`config.mk`:
```
export PLATFORM = sky130hd
export DESIGN_NAME = timer16_core_flat
export DESIGN_NICKNAME = d
export VERILOG_FILES = /design/src/inc/timer16_pkg.sv /design/src/inc/timer16_link_if.sv /design/src/core/timer16_core.sv /design/src/flat_wrapper.sv
export SDC_FILE = /design/constraint.sdc
export NUM_CORES = 1
export LEC_CHECK = 0
export ABC_AREA = 1
export ABC_CLOCK_PERIOD_IN_PS = 4300
export BUFFER_PORTS_ARGS = -buffer_cell sky130_fd_sc_hd__clkbuf_2
export CORE_ASPECT_RATIO = 0.6
export CORE_UTILIZATION = 65
export CTS_CLUSTER_DIAMETER = 60
export CTS_CLUSTER_SIZE = 10
export DETAILED_ROUTE_END_ITERATION = 7
export PLACE_DENSITY = 0.86
export SLEW_MARGIN = 20
export SYNTH_ARGS = -nofsm -noshare
export SYNTH_HDL_FRONTEND = slang
export SYNTH_SLANG_ARGS = --single-unit
```
`constraint.sdc`:
```
create_clock -name sys_clk -period 4.3 [get_ports sys_clk]
set_clock_uncertainty 0.15 [all_clocks]
set_input_delay 0.215 -clock sys_clk [delete_from_list [all_inputs] [get_ports sys_clk]]
set_output_delay 0.215 -clock sys_clk [all_outputs]
set_load 0.02 [all_outputs]
```
`src/inc/timer16_pkg.sv`:
```
// timer16_pkg: shared constants for the byte-access 16-bit timer
// assumes: both ends, the checker and the bench import it; the link interface does not
package timer16_pkg;
  // byte locations on the 8-bit timer bus
  localparam logic [3:0] loc_count_lo = 4'h0;
  localparam logic [3:0] loc_count_hi = 4'h1;
  localparam logic [3:0] loc_cmpa_lo = 4'h2;
  localparam logic [3:0] loc_cmpa_hi = 4'h3;
  localparam logic [3:0] loc_cmpb_lo = 4'h4;
  localparam logic [3:0] loc_cmpb_hi = 4'h5;
  localparam logic [3:0] loc_capt_lo = 4'h6;
  localparam logic [3:0] loc_capt_hi = 4'h7;
  localparam logic [3:0] loc_control_a = 4'h8;
  localparam logic [3:0] loc_control_b = 4'h9;
  localparam logic [3:0] loc_control_c = 4'hA;
  localparam logic [3:0] loc_flags = 4'hB;
  // field positions inside the control and flag bytes
  localparam int waveform_lo_pos = 0;
  localparam int waveform_bit2_pos = 3;
  localparam int waveform_bit3_pos = 4;
  localparam int force_a_pos = 7;
  localparam int force_b_pos = 6;
  localparam int overflow_pos = 0;
  // fixed ceilings and limits
  localparam logic [15:0] count_floor = 16'h0000;
  localparam logic [15:0] count_max = 16'hFFFF;
  localparam logic [15:0] top_8bit = 16'h00FF;
  localparam logic [15:0] top_9bit = 16'h01FF;
  localparam logic [15:0] top_10bit = 16'h03FF;
  // reset values
  localparam logic [7:0] control_reset = 8'h00;
  localparam logic [15:0] word_reset = 16'h0000;
  // apb register offsets of the controller
  localparam logic [11:0] apb_cmd_off = 12'h000;
  localparam logic [11:0] apb_status_off = 12'h004;
  localparam logic [11:0] apb_rdata_off = 12'h008;
endpackage

```
`src/inc/timer16_link_if.sv`:
```
// timer16_link_if: 8-bit byte bus between the controller and the timer
// assumes: one clock; a strobe lasts one cycle, read data is combinational
`timescale 1ns/1ns
`default_nettype none
interface timer16_link_if;
  logic [3:0] addr;
  logic wr_en;
  logic rd_en;
  logic [7:0] wdata;
  logic [7:0] rdata;
  logic [7:0] tick_src;
  logic overflow_irq;
  modport timer (input addr, input wr_en, input rd_en, input wdata, input tick_src,
    output rdata, output overflow_irq);
  modport cpu (output addr, output wr_en, output rd_en, output wdata, output tick_src,
    input rdata, input overflow_irq);
endinterface
`default_nettype wire

```
`src/core/timer16_core.sv`:
```
// timer16_core: 16-bit up/down counter with shared high-byte holding register
// assumes: byte strobes and tick sources are synchronous to sys_clk
// What this block does
// RL1 - sixteen-bit registers move as two bytes
// RL2 - one high-byte holding register shared by all
// RL3 - low-byte write loads holding and low together
// RL4 - low-byte read copies high byte to holding
// RL5 - compare reads return own high byte
// RL6 - cpu writes high first, reads low first
// RL7 - main code masks interrupts around pairs
// RL8 - one high write may serve several lows
// RL9 - counter high location maps to holding register
// RL10 - three-bit tick select, zero stops counting
// RL11 - each tick clears, increments or decrements
// RL12 - counter accessible with or without ticks
// RL13 - cpu write beats clear and count
// RL14 - waveform mode split over control a, b
// RL15 - overflow flag set per mode, raises request
// RL16 - floor and ceiling indicators, clear forces zero
// RL17 - control c forces, control b mode bit3
// RL18 - floor when counter equals zero
// RL19 - max when counter is all ones
// RL20 - ceiling fixed or compare a or capture
// RL21 - reset clears counter, holding, select, flag
//
// Register access over APB and the placing of the registers were left to the implementer.
`timescale 1ns/1ns
`default_nettype none
module timer16_core
  import timer16_pkg::*;
(
  // clock and reset
  input wire logic sys_clk,
  input wire logic rst,
  // byte bus from the cpu end
  timer16_link_if.timer link,
  // capture event, unused otherwise
  input wire logic capture_strobe,
  // status out
  output logic count_floor_o,
  output logic count_ceiling_o,
  output logic count_max_o,
  output logic force_a_pulse,
  output logic force_b_pulse,
  output logic [15:0] counter_value_o
);
  logic [15:0] counter_value_q;
  logic [15:0] compare_value_a_q;
  logic [15:0] compare_value_b_q;
  logic [15:0] capture_value_q;
  logic [7:0] hold_q;
  logic [7:0] control_a_q;
  logic [7:0] control_b_q;
  logic overflow_flag_q;
  logic count_up_q;
  logic [3:0] waveform_mode_field;
  logic [2:0] clock_select_field;
  logic timer_tick;
  logic [15:0] top_value;
  logic at_top;
  logic at_floor;
  logic cpu_count_wr;

  // ------------------------------------------------------------
  // mode decode
  // ------------------------------------------------------------
  assign waveform_mode_field = {control_b_q[waveform_bit3_pos], control_b_q[waveform_bit2_pos],
    control_a_q[waveform_lo_pos+1], control_a_q[waveform_lo_pos]}; // RL14 RL17
  assign clock_select_field = control_b_q[2:0];

  // true for the phase-correct modes that count down from top
  function automatic logic dual_slope(input logic [3:0] m);
    dual_slope = (m[3] == 1'b0 && m[2] == 1'b0 && m[1:0] != 2'b00) || (m[3:2] == 2'b10);
  endfunction

  always_comb begin
    case (waveform_mode_field) // RL20
      4'h1, 4'h5: top_value = top_8bit;
      4'h2, 4'h6: top_value = top_9bit;
      4'h3, 4'h7: top_value = top_10bit;
      4'h4, 4'h9, 4'hB, 4'hF: top_value = compare_value_a_q;
      4'h8, 4'hA, 4'hC, 4'hE: top_value = capture_value_q;
      default: top_value = count_max;
    endcase
  end

  // tick sources arrive prescaled from outside; select zero stops
  assign timer_tick = (clock_select_field != 3'h0) && link.tick_src[clock_select_field]; // RL10

  assign at_floor = (counter_value_q == count_floor); // RL18
  assign at_top = (counter_value_q == top_value);
  assign count_floor_o = at_floor; // RL16
  assign count_ceiling_o = at_top; // RL16
  assign count_max_o = (counter_value_q == count_max); // RL19
  assign counter_value_o = counter_value_q;
  assign link.overflow_irq = overflow_flag_q; // RL15
  assign cpu_count_wr = link.wr_en && (link.addr == loc_count_lo);

  // ------------------------------------------------------------
  // counter
  // ------------------------------------------------------------
  always_ff @(posedge sys_clk or posedge rst) begin
    if (rst) begin
      counter_value_q <= word_reset; // RL21
      count_up_q <= 1'b1;
    end else if (cpu_count_wr) begin
      counter_value_q <= {hold_q, link.wdata}; // RL3 RL13 RL12
    end else if (timer_tick) begin // RL11
      if (dual_slope(waveform_mode_field)) begin
        if (count_up_q && at_top) begin
          count_up_q <= 1'b0;
          counter_value_q <= counter_value_q - 16'h0001;
        end else if (!count_up_q && at_floor) begin
          count_up_q <= 1'b1;
          counter_value_q <= counter_value_q + 16'h0001;
        end else if (count_up_q) begin
          counter_value_q <= counter_value_q + 16'h0001;
        end else begin
          counter_value_q <= counter_value_q - 16'h0001;
        end
      end else if (at_top) begin
        counter_value_q <= count_floor; // RL16
        count_up_q <= 1'b1;
      end else begin
        counter_value_q <= counter_value_q + 16'h0001;
        count_up_q <= 1'b1;
      end
    end
  end

  // overflow: at top for single slope, at floor for dual slope
  always_ff @(posedge sys_clk or posedge rst) begin
    if (rst) begin
      overflow_flag_q <= 1'b0; // RL21
    end else if (timer_tick && !cpu_count_wr &&
      (dual_slope(waveform_mode_field) ? (at_floor && !count_up_q) : at_top)) begin
      overflow_flag_q <= 1'b1; // RL15
    end else if (link.wr_en && link.addr == loc_flags && link.wdata[overflow_pos]) begin
      overflow_flag_q <= 1'b0;
    end
  end

  // ------------------------------------------------------------
  // byte access path
  // ------------------------------------------------------------
  always_ff @(posedge sys_clk or posedge rst) begin
    if (rst) begin
      hold_q <= 8'h00; // RL21
    end else if (link.wr_en && (link.addr == loc_count_hi || link.addr == loc_cmpa_hi ||
      link.addr == loc_cmpb_hi || link.addr == loc_capt_hi)) begin
      hold_q <= link.wdata; // RL2 RL9
    end else if (link.rd_en) begin
      case (link.addr) // RL4
        loc_count_lo: hold_q <= counter_value_q[15:8];
        loc_capt_lo: hold_q <= capture_value_q[15:8];
        default: hold_q <= hold_q;
      endcase
    end
  end

  always_ff @(posedge sys_clk or posedge rst) begin
    if (rst) begin
      compare_value_a_q <= word_reset;
      compare_value_b_q <= word_reset;
    end else if (link.wr_en && link.addr == loc_cmpa_lo) begin
      compare_value_a_q <= {hold_q, link.wdata}; // RL3 RL1
    end else if (link.wr_en && link.addr == loc_cmpb_lo) begin
      compare_value_b_q <= {hold_q, link.wdata}; // RL3
    end
  end

  always_ff @(posedge sys_clk or posedge rst) begin
    if (rst) begin
      capture_value_q <= word_reset;
    end else if (link.wr_en && link.addr == loc_capt_lo) begin
      capture_value_q <= {hold_q, link.wdata}; // RL3
    end else if (capture_strobe) begin
      capture_value_q <= counter_value_q;
    end
  end

  always_ff @(posedge sys_clk or posedge rst) begin
    if (rst) begin
      control_a_q <= control_reset;
      control_b_q <= control_reset; // RL21
    end else if (link.wr_en && link.addr == loc_control_a) begin
      control_a_q <= link.wdata;
    end else if (link.wr_en && link.addr == loc_control_b) begin
      control_b_q <= link.wdata;
    end
  end

  // force-compare bits are strobes; they read back as zero
  always_ff @(posedge sys_clk or posedge rst) begin
    if (rst) begin
      force_a_pulse <= 1'b0;
      force_b_pulse <= 1'b0;
    end else begin
      force_a_pulse <= link.wr_en && link.addr == loc_control_c && link.wdata[force_a_pos]; // RL17
      force_b_pulse <= link.wr_en && link.addr == loc_control_c && link.wdata[force_b_pos];
    end
  end

  always_comb begin
    case (link.addr)
      loc_count_lo: link.rdata = counter_value_q[7:0];
      loc_count_hi: link.rdata = hold_q; // RL9
      loc_cmpa_lo: link.rdata = compare_value_a_q[7:0];
      loc_cmpa_hi: link.rdata = compare_value_a_q[15:8]; // RL5
      loc_cmpb_lo: link.rdata = compare_value_b_q[7:0];
      loc_cmpb_hi: link.rdata = compare_value_b_q[15:8]; // RL5
      loc_capt_lo: link.rdata = capture_value_q[7:0];
      loc_capt_hi: link.rdata = hold_q;
      loc_control_a: link.rdata = control_a_q;
      loc_control_b: link.rdata = control_b_q;
      loc_flags: link.rdata = {7'h00, overflow_flag_q};
      default: link.rdata = 8'h00;
    endcase
  end
endmodule // timer16_core
`default_nettype wire

```
`src/flat_wrapper.sv`:
```
// flat-port wrapper written by rule: the top's interface ports become plain ports
module timer16_core_flat import timer16_pkg::*;
  (sys_clk, rst, capture_strobe, count_floor_o, count_ceiling_o, count_max_o, force_a_pulse, force_b_pulse, counter_value_o, link_addr, link_wr_en, link_rd_en, link_wdata, link_tick_src, link_rdata, link_overflow_irq);
  timer16_link_if link_i ();
  input wire logic sys_clk;
  input wire logic rst;
  input wire logic capture_strobe;
  output logic count_floor_o;
  output logic count_ceiling_o;
  output logic count_max_o;
  output logic force_a_pulse;
  output logic force_b_pulse;
  output logic [15:0] counter_value_o;
  input wire logic [$bits(link_i.addr)-1:0] link_addr;
  input wire logic [$bits(link_i.wr_en)-1:0] link_wr_en;
  input wire logic [$bits(link_i.rd_en)-1:0] link_rd_en;
  input wire logic [$bits(link_i.wdata)-1:0] link_wdata;
  input wire logic [$bits(link_i.tick_src)-1:0] link_tick_src;
  output wire logic [$bits(link_i.rdata)-1:0] link_rdata;
  output wire logic [$bits(link_i.overflow_irq)-1:0] link_overflow_irq;
  assign link_i.addr = link_addr;
  assign link_i.wr_en = link_wr_en;
  assign link_i.rd_en = link_rd_en;
  assign link_i.wdata = link_wdata;
  assign link_i.tick_src = link_tick_src;
  assign link_rdata = link_i.rdata;
  assign link_overflow_irq = link_i.overflow_irq;
  timer16_core u_core (.sys_clk(sys_clk), .rst(rst), .link(link_i), .capture_strobe(capture_strobe), .count_floor_o(count_floor_o), .count_ceiling_o(count_ceiling_o), .count_max_o(count_max_o), .force_a_pulse(force_a_pulse), .force_b_pulse(force_b_pulse), .counter_value_o(counter_value_o));
endmodule
```
==> results of run 1 <==
[sequential cells by signal, indices dropped and copies added (netlist names)]
signal                    cells
u_core.capture_value_q       16
u_core.compare_value_b_q     16
u_core.link.overflow_irq      1
u_core.force_b_pulse          1
u_core.control_b_q            8
u_core.count_up_q             1
u_core.counter_value_o       16
u_core.hold_q                 8
u_core.compare_value_a_q     16
u_core.control_a_q            8
u_core.force_a_pulse          1
[cells by family after synthesis]
family | share of synthesized area
and+or+nand+nor | 0.315
adders and majority gates | 0.00606
DFF | 0.372
AOI/OAI and AO/OA | 0.176
buffers and inverters | 0.0980
xor gates and xnor gates | 0.0325
[Yosys cell counts]
cell,instances
buf_1,1
or2_2,5
xor2_1,21
inv_2,2
buf_2,8
nand3_1,71
ha_1,3
nand2_2,3
a22oi_1,3
o22ai_1,17
nand3_2,2
xnor2_1,2
buf_4,2
o21ai_1,1
a221oi_1,12
clkinv_1,4
o21a_1,1
o31ai_1,2
nand2_1,226
o221ai_1,23
nor4_1,1
a21oi_1,20
nand4_1,48
nor3_1,11
nor2_2,3
o21ai_0,73
clkbuf_1,28
nor2_4,2
o211ai_1,3
o22a_1,1
dfstp_2,1
dfrtp_1,91
inv_1,106
nand3b_1,1
o2111ai_1,15
buf_6,2
nor2_1,71
[power by group through the flow]
stage / clock network, µW / registers [µW] / logic (µW)
finish: 763 / 1430 / 1980
global route: 795 / 1450 / 2170
CTS: 759 / 1400 / 1890
detailed placement: 0 / 1420 / 1870
global placement: 0 / 1410 / 1800
floorplan: 0 / 1360 / 1360
[final cells by class]
cell class              count  share of cell area
inverters                 112              0.0616
clock buffers              12              0.0374
repair buffers             68              0.0585
clock inverters             3             0.00311
well taps                 130              0.0237
multi-input cells         641               0.479
flip-flops and latches     92               0.336
[worst register-to-register path, cell delays in order (launching register included)]
cell      delay, ns
dfrtp_1        0.44
inv_1          0.13
nand3_2        0.35
nand3_1        0.24
nand2_2        0.36
nand3b_1       0.31
xor2_1         0.24
nand3_1        0.15
nor2_4         0.37
nand3_2        0.42
nand2_1        0.16
nand3_1        0.07
nand2_1        0.06
nand2_1        0.04
nand2_1        0.10
[layout by cell type (no fill, tap or decap), types with 3 or more instances in the layout]
master	count
nand2_1	226
inv_1	105
dfrtp_1	91
o21ai_0	73
nand3_1	71
nor2_1	70
clkbuf_2	53
nand4_1	48
o221ai_1	23
xor2_1	21
a21oi_1	20
o22ai_1	17
o2111ai_1	15
a221oi_1	12
nor3_1	11
clkbuf_16	9
dlygate4sd3_1	9
buf_4	6
or2_2	5
nor2_2	4
clkinv_1	4
o211ai_1	3
nand2_2	3
a22oi_1	3
ha_1	3
[metrics by stage]
| stage | cell area, µm² | hold WS (ns) | worst slack [ns] | power, µW |
|---|---|---|---|---|
| 2_1_floorplan | 6190 | 0.186 | 1.54 | 2720 |
| 4_1_cts | 6850 | 0.0394 | 0.850 | 4060 |
| 3_3_place_gp | 6480 | 0.237 | 1.03 | 3210 |
| 3_5_place_dp | 6480 | 0.249 | 0.888 | 3290 |
| 5_1_grt | 6850 | 0.0572 | 0.461 | 4410 |
| 6_report | 6850 | 0.0526 | 0.621 | 4170 |
[worst paths after layout]
path | startpoint | end | slack, ns | depth (start not counted)
max in group asynchronous | rst | u_core.capture_value_q[4] | 2.53 | 4
worst min-delay path | link_wr_en | u_core.force_a_pulse | 0.05 | 3
min in group asynchronous | rst | u_core.compare_value_a_q[2] | 0.42 | 3
worst min register to register | u_core.compare_value_b_q[7] | u_core.compare_value_b_q[7] | 0.34 | 2
worst max register to register | u_core.control_a_q[1] | u_core.counter_value_o[9] | 0.62 | 14
worst max-delay path | u_core.control_a_q[1] | u_core.counter_value_o[9] | 0.62 | 14
[layer usage]
metal / wire length [µm] / track usage / share of wire / up-vias
li1: - / - / - / 3090
met1: 8480 / 0.645 / 0.39 / 3341
met2: 8930 / 0.642 / 0.41 / 625
met3: 3660 / 0.171 / 0.17 / 89
met4: 512 / 0.140 / 0.024 / 0
met5: 0 / 0 / 0 / -
[timing repair]
action                    in CTS  in global routing
hold endpoints to repair      57                  0
gates resized for setup        0                  0
hold buffers                   9                  0
==> results.sh, run 1 <==
export IMPL_arrival_ns=3.81
export IMPL_yosys_area_top_type="dfrtp_1"
export IMPL_worstSetupPathType="flip-flop to flip-flop"
export IMPL_die_w_um=128
export IMPL_clkLatencyLatePin_ns=0.36
export IMPL_finalNonFillerCells=1058
export IMPL_final_max_slew_viol_count=0
export IMPL_critPathMaxStageDelay_ns=0.44
export IMPL_synth_area_per_cell_um2=6.99
export IMPL_area_growth_pct=10.6
export IMPL_ctsRootBufferMaster="clkbuf_16"
export IMPL_ys_top_cells_by_area="dfrtp_1 (37%), nand2_1 (14%), inv_1 (6.4%), o21ai_0 (5.9%), nand3_1 (5.7%)"
export IMPL_fill_cells=745
export IMPL_clkPwrFrac=0.183
export IMPL_cts_tree="yes"
export IMPL_grt_pass1_vias=6549
export IMPL_clockBufferDepth=2
export IMPL_drtIter0Drc=1108
export IMPL_port_buffers=53
export IMPL_crit_required_ns=4.43
export IMPL_utilization=0.743
export IMPL_io_pins=55
export IMPL_p_int_uw=2150
export IMPL_p_per_area_mw_per_mm2=609
export IMPL_synth_cell_types=37
export IMPL_cp_slowest_cell="dfrtp_1"
export IMPL_numCtsBuffers=9
export IMPL_hp_class="input port to flip-flop"
export IMPL_firstDrtPassIters=8
export IMPL_synth_net_count=914
export IMPL_period_share=0.856
export IMPL_n_antenna_cell=0
export IMPL_worst_setup_path_start_kind="flip-flop"
export IMPL_ir_drop_uv=337
export IMPL_setup_viol=0
export IMPL_p_comb_frac=0.474
export IMPL_regArea_mm2=0.00230
export IMPL_post_drt_wl_per_cell_um=20.4
export IMPL_dp_hpwl_um=15700
export IMPL_hold_viol=0
export IMPL_antenna_found_initial=0
export IMPL_yosys_register_bits=92
export IMPL_switchingPower_uw=2020
export IMPL_cpMostUsedCell="nand2_1"
export IMPL_multi_input_area_mm2=0.00328
export IMPL_core_mm2=0.00922
export IMPL_placed_cells=1034
export IMPL_place_congestion=0.993
export IMPL_dieArea_mm2=0.00993
export IMPL_start_util=0.671
export IMPL_grt_start_max_net_pins=52
export IMPL_vias=7145
export IMPL_drive_above_1_share=0.100
export IMPL_power_leakage_uw=0.00331
export IMPL_crit_chain="inv_1 > nand3_2 > nand3_1 > nand2_2 > nand3b_1 > xor2_1 > nand3_1 > nor2_4 > nand3_2 > nand2_1 > nand3_1 > nand2_1 > nand2_1 > nand2_1"
export IMPL_rsz0062_at_grt="no"
export IMPL_wl_um=21600
export IMPL_fp_row_count=27
export IMPL_synthesis_area_mm2=0.00619
export IMPL_globalRouteTotalUtil=0.456
export IMPL_worst_path_buf_inv=1
export IMPL_cap_violations=0
export IMPL_drcViolationCount=0
export IMPL_period_minus_slack_ns=3.68
export IMPL_grt_remaining_overflow=0
export IMPL_worstPathMaxFanout=31
export IMPL_seqPwrFrac=0.343
export IMPL_outcome="completed"
export IMPL_setup_tns_final_ns=0
export IMPL_fp_dieH_um=77.6
export IMPL_fmax_ghz=0.272
export IMPL_synth_top_area_frac=0.368
export IMPL_clk_pin_slew_ns=0.06
export IMPL_critPathCaptureType="flip-flop"
export IMPL_clock_sinks=92
export IMPL_ys_seq_area_frac=0.372
export IMPL_synthCells=886
export IMPL_via_per_inst=6.75
export IMPL_cts_max_level=3
export IMPL_crit_family="simple AND/OR/NAND/NOR gates"
export IMPL_timing_slew_headroom=0.337
export IMPL_tightest_slew_ns=0.992
export IMPL_postCtsSetupRepairBufs=0
export IMPL_drtAntennaViolNets=0
export IMPL_synth_warnings=0
export IMPL_grt_pass1_wl_um=33900
export IMPL_fin_nets=952
export IMPL_swShare=0.485
(Power assumes the default switching activity.)
==> inputs of run 2 (changes only) <==
--- a/config.mk
+++ b/config.mk
@@ -7,12 +7,12 @@
 export LEC_CHECK = 0
 export ABC_AREA = 1
-export ABC_CLOCK_PERIOD_IN_PS = 4300
+export ABC_CLOCK_PERIOD_IN_PS = 3250
 export BUFFER_PORTS_ARGS = -buffer_cell sky130_fd_sc_hd__clkbuf_2
 export CORE_ASPECT_RATIO = 0.6
-export CORE_UTILIZATION = 65
+export CORE_UTILIZATION = 55
 export CTS_CLUSTER_DIAMETER = 60
 export CTS_CLUSTER_SIZE = 10
 export DETAILED_ROUTE_END_ITERATION = 7
-export PLACE_DENSITY = 0.86
+export PLACE_DENSITY = 0.77
 export SLEW_MARGIN = 20
 export SYNTH_ARGS = -nofsm -noshare
==> constraint.sdc (replaced) <==
create_clock -name sys_clk -period 3.25 [get_ports sys_clk]
set_clock_uncertainty 0.15 [all_clocks]
set_input_delay 0.1625 -clock sys_clk [delete_from_list [all_inputs] [get_ports sys_clk]]
set_output_delay 0.1625 -clock sys_clk [all_outputs]
set_load 0.01 [all_outputs]
==> results.sh, run 2 (synthesized netlist as in run 1, its figures left out) <==
export IMPL_setup_tns_final_ns=0
export IMPL_arrival_ns=2.77
export IMPL_dp_hpwl_um=16400
export IMPL_timing_slew_headroom=0.339
export IMPL_grt_remaining_overflow=0
export IMPL_setup_viol=0
export IMPL_use_met1=0.591
export IMPL_numCtsBuffers=9
export IMPL_final_cell_mix="nand2_1 (226), inv_1 (105), dfrtp_1 (91)"
export IMPL_crit_required_ns=2.94
export IMPL_drive_above_1_share=0.116
export IMPL_fmax_ghz=0.325
export IMPL_clock_sinks=92
export IMPL_globalRouteTotalUtil=0.395
export IMPL_cts_max_level=3
export IMPL_drtIter0Drc=1133
export IMPL_fp_dieH_um=84.2
export IMPL_p_per_area_mw_per_mm2=786
export IMPL_fp_row_count=29
export IMPL_violations="DRC"
export IMPL_r2r_slack_ns=0.28
export IMPL_core_mm2=0.0107
export IMPL_die_w_um=139
export IMPL_endpoint="count_ceiling_o"
export IMPL_grt_start_max_net_pins=93
export IMPL_cap_violations=0
export IMPL_fin_nets=970
export IMPL_busiest_layer="met1"
export IMPL_p_total_uw=5530
export IMPL_final_max_slew_viol_count=0
export IMPL_drcViolationCount=3
export IMPL_io_pins=55
export IMPL_grt_pass1_vias=6380
export IMPL_met2_usage=0.558
export IMPL_tightest_slew_ns=0.990
export IMPL_clk_pin_slew_ns=0.07
export IMPL_antenna_found_initial=0
export IMPL_vias=6997
export IMPL_dieArea_mm2=0.0117
export IMPL_hold_viol=0
export IMPL_grt_pass1_wl_um=35300
export IMPL_worstSetupPathType="flip-flop to output port"
export IMPL_crit_start="u_core.control_a_q[0]"
export IMPL_outcome="finished, violations left"
export IMPL_period_share=0.948
export IMPL_port_buffers=53
export IMPL_ir_drop_uv=374
export IMPL_period_minus_slack_ns=3.08
export IMPL_n_antenna_cell=0
export IMPL_wl_um=22300
export IMPL_via_per_inst=6.44
export IMPL_place_congestion=1.03
export IMPL_clockBufferDepth=2
export IMPL_layout_commonest_cell="nand2_1"
export IMPL_start_util=0.576
export IMPL_cts_tree="yes"
export IMPL_power_leakage_uw=0.00341
export IMPL_worst_setup_path_start_kind="flip-flop"
export IMPL_rsz0062_at_grt="no"
export IMPL_area_growth_pct=13.5
export IMPL_use_met3=0.129
export IMPL_worstPathMaxFanout=31
export IMPL_post_drt_wl_per_cell_um=20.6
export IMPL_timing_rr_end="u_core.counter_value_o[14]"
export IMPL_critPathCaptureType="output port"
export IMPL_cts_resized=0
export IMPL_reg2reg_depth=14
export IMPL_hp_class="input port to flip-flop"
export IMPL_firstDrtPassIters=7
export IMPL_ctsRootBufferMaster="clkbuf_16"
export IMPL_hold_buffers=10
export IMPL_r2r_start="u_core.counter_value_o[4]"
export IMPL_postCtsSetupRepairBufs=0
export IMPL_clkLatencyLatePin_ns=0.36
export IMPL_drtAntennaViolNets=0
==> run 2: final cells by class <==
class,instances,area [µm²]
fill,963,3710
multi-input combinational,641,3280
sequential,92,2300
timing repair buffer,86,563
inverter,112,422
clock buffer,10,229
tap,139,174
clock inverter,6,57.6
==> run 2: through the flow <==
step | setup WS, ns | hold slack, ns | cells | instance area (µm²) | utilization
after floorplan | 0.547 | 0.133 | 886 | 6190 | -
after global placement | 0.488 | 0.139 | 1060 | 6640 | 0.618
after detailed placement | 0.427 | 0.145 | 1060 | 6640 | 0.618
after CTS | 0.339 | 0.0176 | 1086 | 7030 | 0.654
after global routing | 0.0730 | 0.0702 | 1086 | 7030 | 0.654
final | 0.169 | 0.0244 | 1086 | 7030 | 0.654
==> run 2: routing by layer <==
layer / share of wire / vias to the layer above
met5: 0 / -
met1: 0.43 / 3314
met3: 0.15 / 52
met4: 0.015 / 0
met2: 0.40 / 495
li1: - / 3136
==> run 2: worst min-delay path by stage <==
stage	from	end	slack [ns]	cells after the start
final	link_addr[2]	u_core.force_b_pulse	0.02	4
after global placement	rst	u_core.force_b_pulse	0.14	3
after detailed placement	rst	u_core.compare_value_b_q[2]	0.15	3
after floorplan	link_wdata[0]	u_core.control_b_q[0]	0.13	2
after global routing	link_addr[2]	u_core.force_a_pulse	0.07	4
after CTS	link_addr[2]	u_core.force_b_pulse	0.02	4
==> run 2: report_power, final <==
part           switching (µW)  internal, µW
combinational            1740           849
sequential                423          1470
clock                     507           538
==> run 2: worst max-delay path: stages (launching register included) <==
cell and delay (ns):
dfrtp_1 0.52, nor2_2 0.11, nor2_4 0.26, nor2_1 0.10, nand2_2 0.10, buf_12 0.18, nand3_1 0.10, nand2_1 0.07
nand2_1 0.12, nor2_1 0.16, nand2_1 0.09, nor4_1 0.40, clkbuf_2 0.20
==> inputs of run 3 (changes only) <==
Settings changed: ABC_AREA 1 to unset, RECOVER_POWER set to 50.
==> results.sh, run 3 <==
export IMPL_finalNonFillerCells=1006
export IMPL_timing_slew_headroom=-0.180
export IMPL_io_pins=55
export IMPL_synth_area_per_cell_um2=8.87
export IMPL_clkLatencyLatePin_ns=0.36
export IMPL_timing_rr_end="u_core.counter_value_o[6]"
export IMPL_fp_row_count=30
export IMPL_r2r_slack_ns=-0.08
export IMPL_drive_above_1_share=0.296
export IMPL_vias=7065
export IMPL_post_drt_wl_per_cell_um=24.6
export IMPL_fp_dieH_um=86.8
export IMPL_path_depth=10
export IMPL_place_congestion=1.03
export IMPL_fill_cells=916
export IMPL_yosys_register_bits=92
export IMPL_dp_hpwl_um=17900
export IMPL_synth_edf_count=0
export IMPL_holdWs_ns=0.0779
export IMPL_clkPwrFrac=0.178
export IMPL_period_minus_slack_ns=3.33
export IMPL_grt_remaining_overflow=0
export IMPL_grt_pass1_wl_um=37400
export IMPL_synth_warnings=0
export IMPL_yosys_area_top_type="dfrtp_1"
export IMPL_clockBufferDepth=2
export IMPL_worst_slack_ns=-0.0769
export IMPL_synthCells=744
export IMPL_crit_family="simple AND/OR/NAND/NOR gates"
export IMPL_p_comb_frac=0.511
export IMPL_drtIter0Drc=1164
export IMPL_dieArea_mm2=0.0125
export IMPL_numCtsBuffers=9
export IMPL_die_w_um=143
export IMPL_drcViolationCount=0
export IMPL_cts_max_level=3
export IMPL_hold_viol=0
export IMPL_synth_net_count=772
export IMPL_clk_pin_slew_ns=0.07
export IMPL_worstPathMaxFanout=4
export IMPL_endpoint="u_core.counter_value_o[6]"
export IMPL_swShare=0.438
export IMPL_reg2reg_depth=10
export IMPL_met1_length_um=10200
export IMPL_cap_violations=1
export IMPL_layout_commonest_cell="dfrtp_1"
export IMPL_port_buffers=53
export IMPL_setup_viol=4
export IMPL_core_mm2=0.0115
export IMPL_wl_met3_um=4060
export IMPL_worst_setup_path_start_kind="flip-flop"
export IMPL_period_share=1.02
export IMPL_crit_required_ns=3.39
export IMPL_p_per_area_mw_per_mm2=775
export IMPL_ys_top_cells_by_area="dfrtp_1 (35%), mux2_2 (9.0%), mux2i_1 (4.2%), o21ai_0 (4.2%), nand2_1 (3.6%)"
export IMPL_wl_met2_um=9870
export IMPL_yosysMostFrequentCell="dfrtp_1"
export IMPL_final_max_slew_viol_count=38
export IMPL_grt_start_max_net_pins=57
export IMPL_synth_top_area_frac=0.345
export IMPL_start_util=0.575
export IMPL_synthesis_area_mm2=0.00660
export IMPL_n_antenna_cell=0
export IMPL_highest_layer="met5"
export IMPL_ir_drop_uv=352
export IMPL_final_cell_mix="dfrtp_1 (88), buf_4 (71), nand2_1 (63)"
export IMPL_holdPathStages=3
export IMPL_antenna_found_initial=1
export IMPL_outcome="finished, violations left"
export IMPL_drtAntennaViolNets=0
export IMPL_cpMostUsedCell="or3_4"
export IMPL_seqPwrFrac=0.311
export IMPL_ctsRootBufferMaster="clkbuf_16"
export IMPL_placed_cells=976
export IMPL_p_int_uw=3490
export IMPL_area_growth_pct=21.3
export IMPL_crit_start="u_core.control_b_q[4]"
export IMPL_globalRouteTotalUtil=0.408
export IMPL_wl_um=24800
export IMPL_power_leakage_uw=0.00343
export IMPL_switchingPower_uw=2720
export IMPL_rsz0062_at_grt="yes"
export IMPL_dp_slack_ns=-0.192
export IMPL_cp_slowest_cell="or4_4"
export IMPL_violations="capacitance limit, slew limit, setup timing"
export IMPL_synth_cell_types=76
export IMPL_arrival_ns=3.46
export IMPL_critPathMaxStageDelay_ns=0.57
export IMPL_critPathCaptureType="flip-flop"
export IMPL_grt_pass1_vias=6361
export IMPL_synth_flop_cell="dfrtp_1"
export IMPL_worst_path_buf_inv=1
export IMPL_worstSetupPathType="flip-flop to flip-flop"
export IMPL_via_per_inst=7.02
export IMPL_r2r_start="u_core.control_b_q[4]"
export IMPL_tightest_slew_ns=1.76
export IMPL_fmax_ghz=0.301
export IMPL_fin_nets=869
export IMPL_cts_tree="yes"
export IMPL_hp_class="input port to flip-flop"
export IMPL_crit_chain="buf_6 > or3_4 > a21oi_1 > o21ai_0 > a211o_1 > or4_4 > o21a_4 > or3_4 > a211oi_2 > nand3b_1"
export IMPL_firstDrtPassIters=8
export IMPL_ys_seq_area_frac=0.349
export IMPL_synth_common_cells="dfrtp_1 (91), nand2_1 (64), o21ai_0 (55)"
export IMPL_clock_sinks=92
export IMPL_synthArstFlopShare=1.00
[run 3: changes by cell type after synthesis, moves of 28 or more]
cell / change
mux2_2: +53
nand4_1: -37
inv_1: -85
nand2_1: -162
mux2i_1: +28
nand3_1: -55
nor2_1: -32
[run 3: layout make-up]
class / count / area (µm²) / area share
Clock buffer: 9 / 225 / 0.0281
Clock inverter: 7 / 80.1 / 0.0100
Inverter: 23 / 87.6 / 0.0109
Multi-Input combinational cell: 568 / 4090 / 0.511
Sequential cell: 92 / 2310 / 0.288
Tap cell: 160 / 200 / 0.0250
Timing Repair Buffer: 147 / 1010 / 0.126
[run 3: kinds of logic (layout without fill, tap and decap cells)]
family | count (synthesis) | in the layout | share of synthesized area
muxes | 82 | 82 | 0.136
buffers and inverters | 84 | 186 | 0.0554
xor gates and xnor gates | 18 | 18 | 0.0239
AOI/OAI and AO/OA | 217 | 217 | 0.229
adders and majority gates | 3 | 3 | 0.00569
DFF | 92 | 92 | 0.349
and+or+nand+nor | 248 | 248 | 0.201
[run 3: what timing repair did]
| action | 4_1_cts | 5_1_grt |
|---|---|---|
| buffers inserted | 8 | 6 |
| pin swaps | 9 | 16 |
| hold buffers | 1 | 0 |
| gates resized for setup | 19 | 30 |
| endpoints found under the hold margin | 35 | 0 |
| endpoints found under the setup margin | 9 | 17 |
[run 3: power by group through the flow]
stage               sequential (µW)  combinational, µW  clock [µW]
floorplan                      1780               1790           0
global placement               1890               2730           0
detailed placement             1920               2810           0
CTS                            1890               2940        1110
global route                   1950               3350        1160
finish                         1930               3170        1110
[run 3: worst min path at each step]
| stage | slack (ns) | start | endpoint |
|---|---|---|---|
| finish | 0.08 | link_wdata[0] | u_core.counter_value_o[0] |
| detailed placement | 0.12 | rst | u_core.capture_value_q[7] |
| global route | 0.1 | link_wdata[6] | u_core.force_b_pulse |
| global placement | 0.11 | rst | u_core.compare_value_b_q[3] |
| floorplan | 0.12 | link_wdata[0] | u_core.counter_value_o[0] |
| CTS | 0.06 | link_wdata[1] | u_core.control_a_q[1] |
[run 3: worst min-delay path: stages]
cell and delay [ns]:
clkbuf_2 0.22, nand2_1 0.11, nand2_1 0.04
[run 3: through the flow]
step	TNS, ns	util	cell area, µm²	total power (µW)
final	-0.133	0.697	8000	6200
after global routing	-0.753	0.697	8000	6460
after CTS	-0.111	0.686	7880	5950
after floorplan	0	-	6600	3580
after global placement	-0.160	0.646	7420	4620
after detailed placement	-0.538	0.646	7420	4720
[run 3: routing by layer]
| metal | vias up | global-route usage |
|---|---|---|
| met5 | - | 0.00405 |
| met3 | 93 | 0.164 |
| met4 | 2 | 0.120 |
| met1 | 3396 | 0.596 |
| met2 | 588 | 0.541 |
| li1 | 2986 | - |
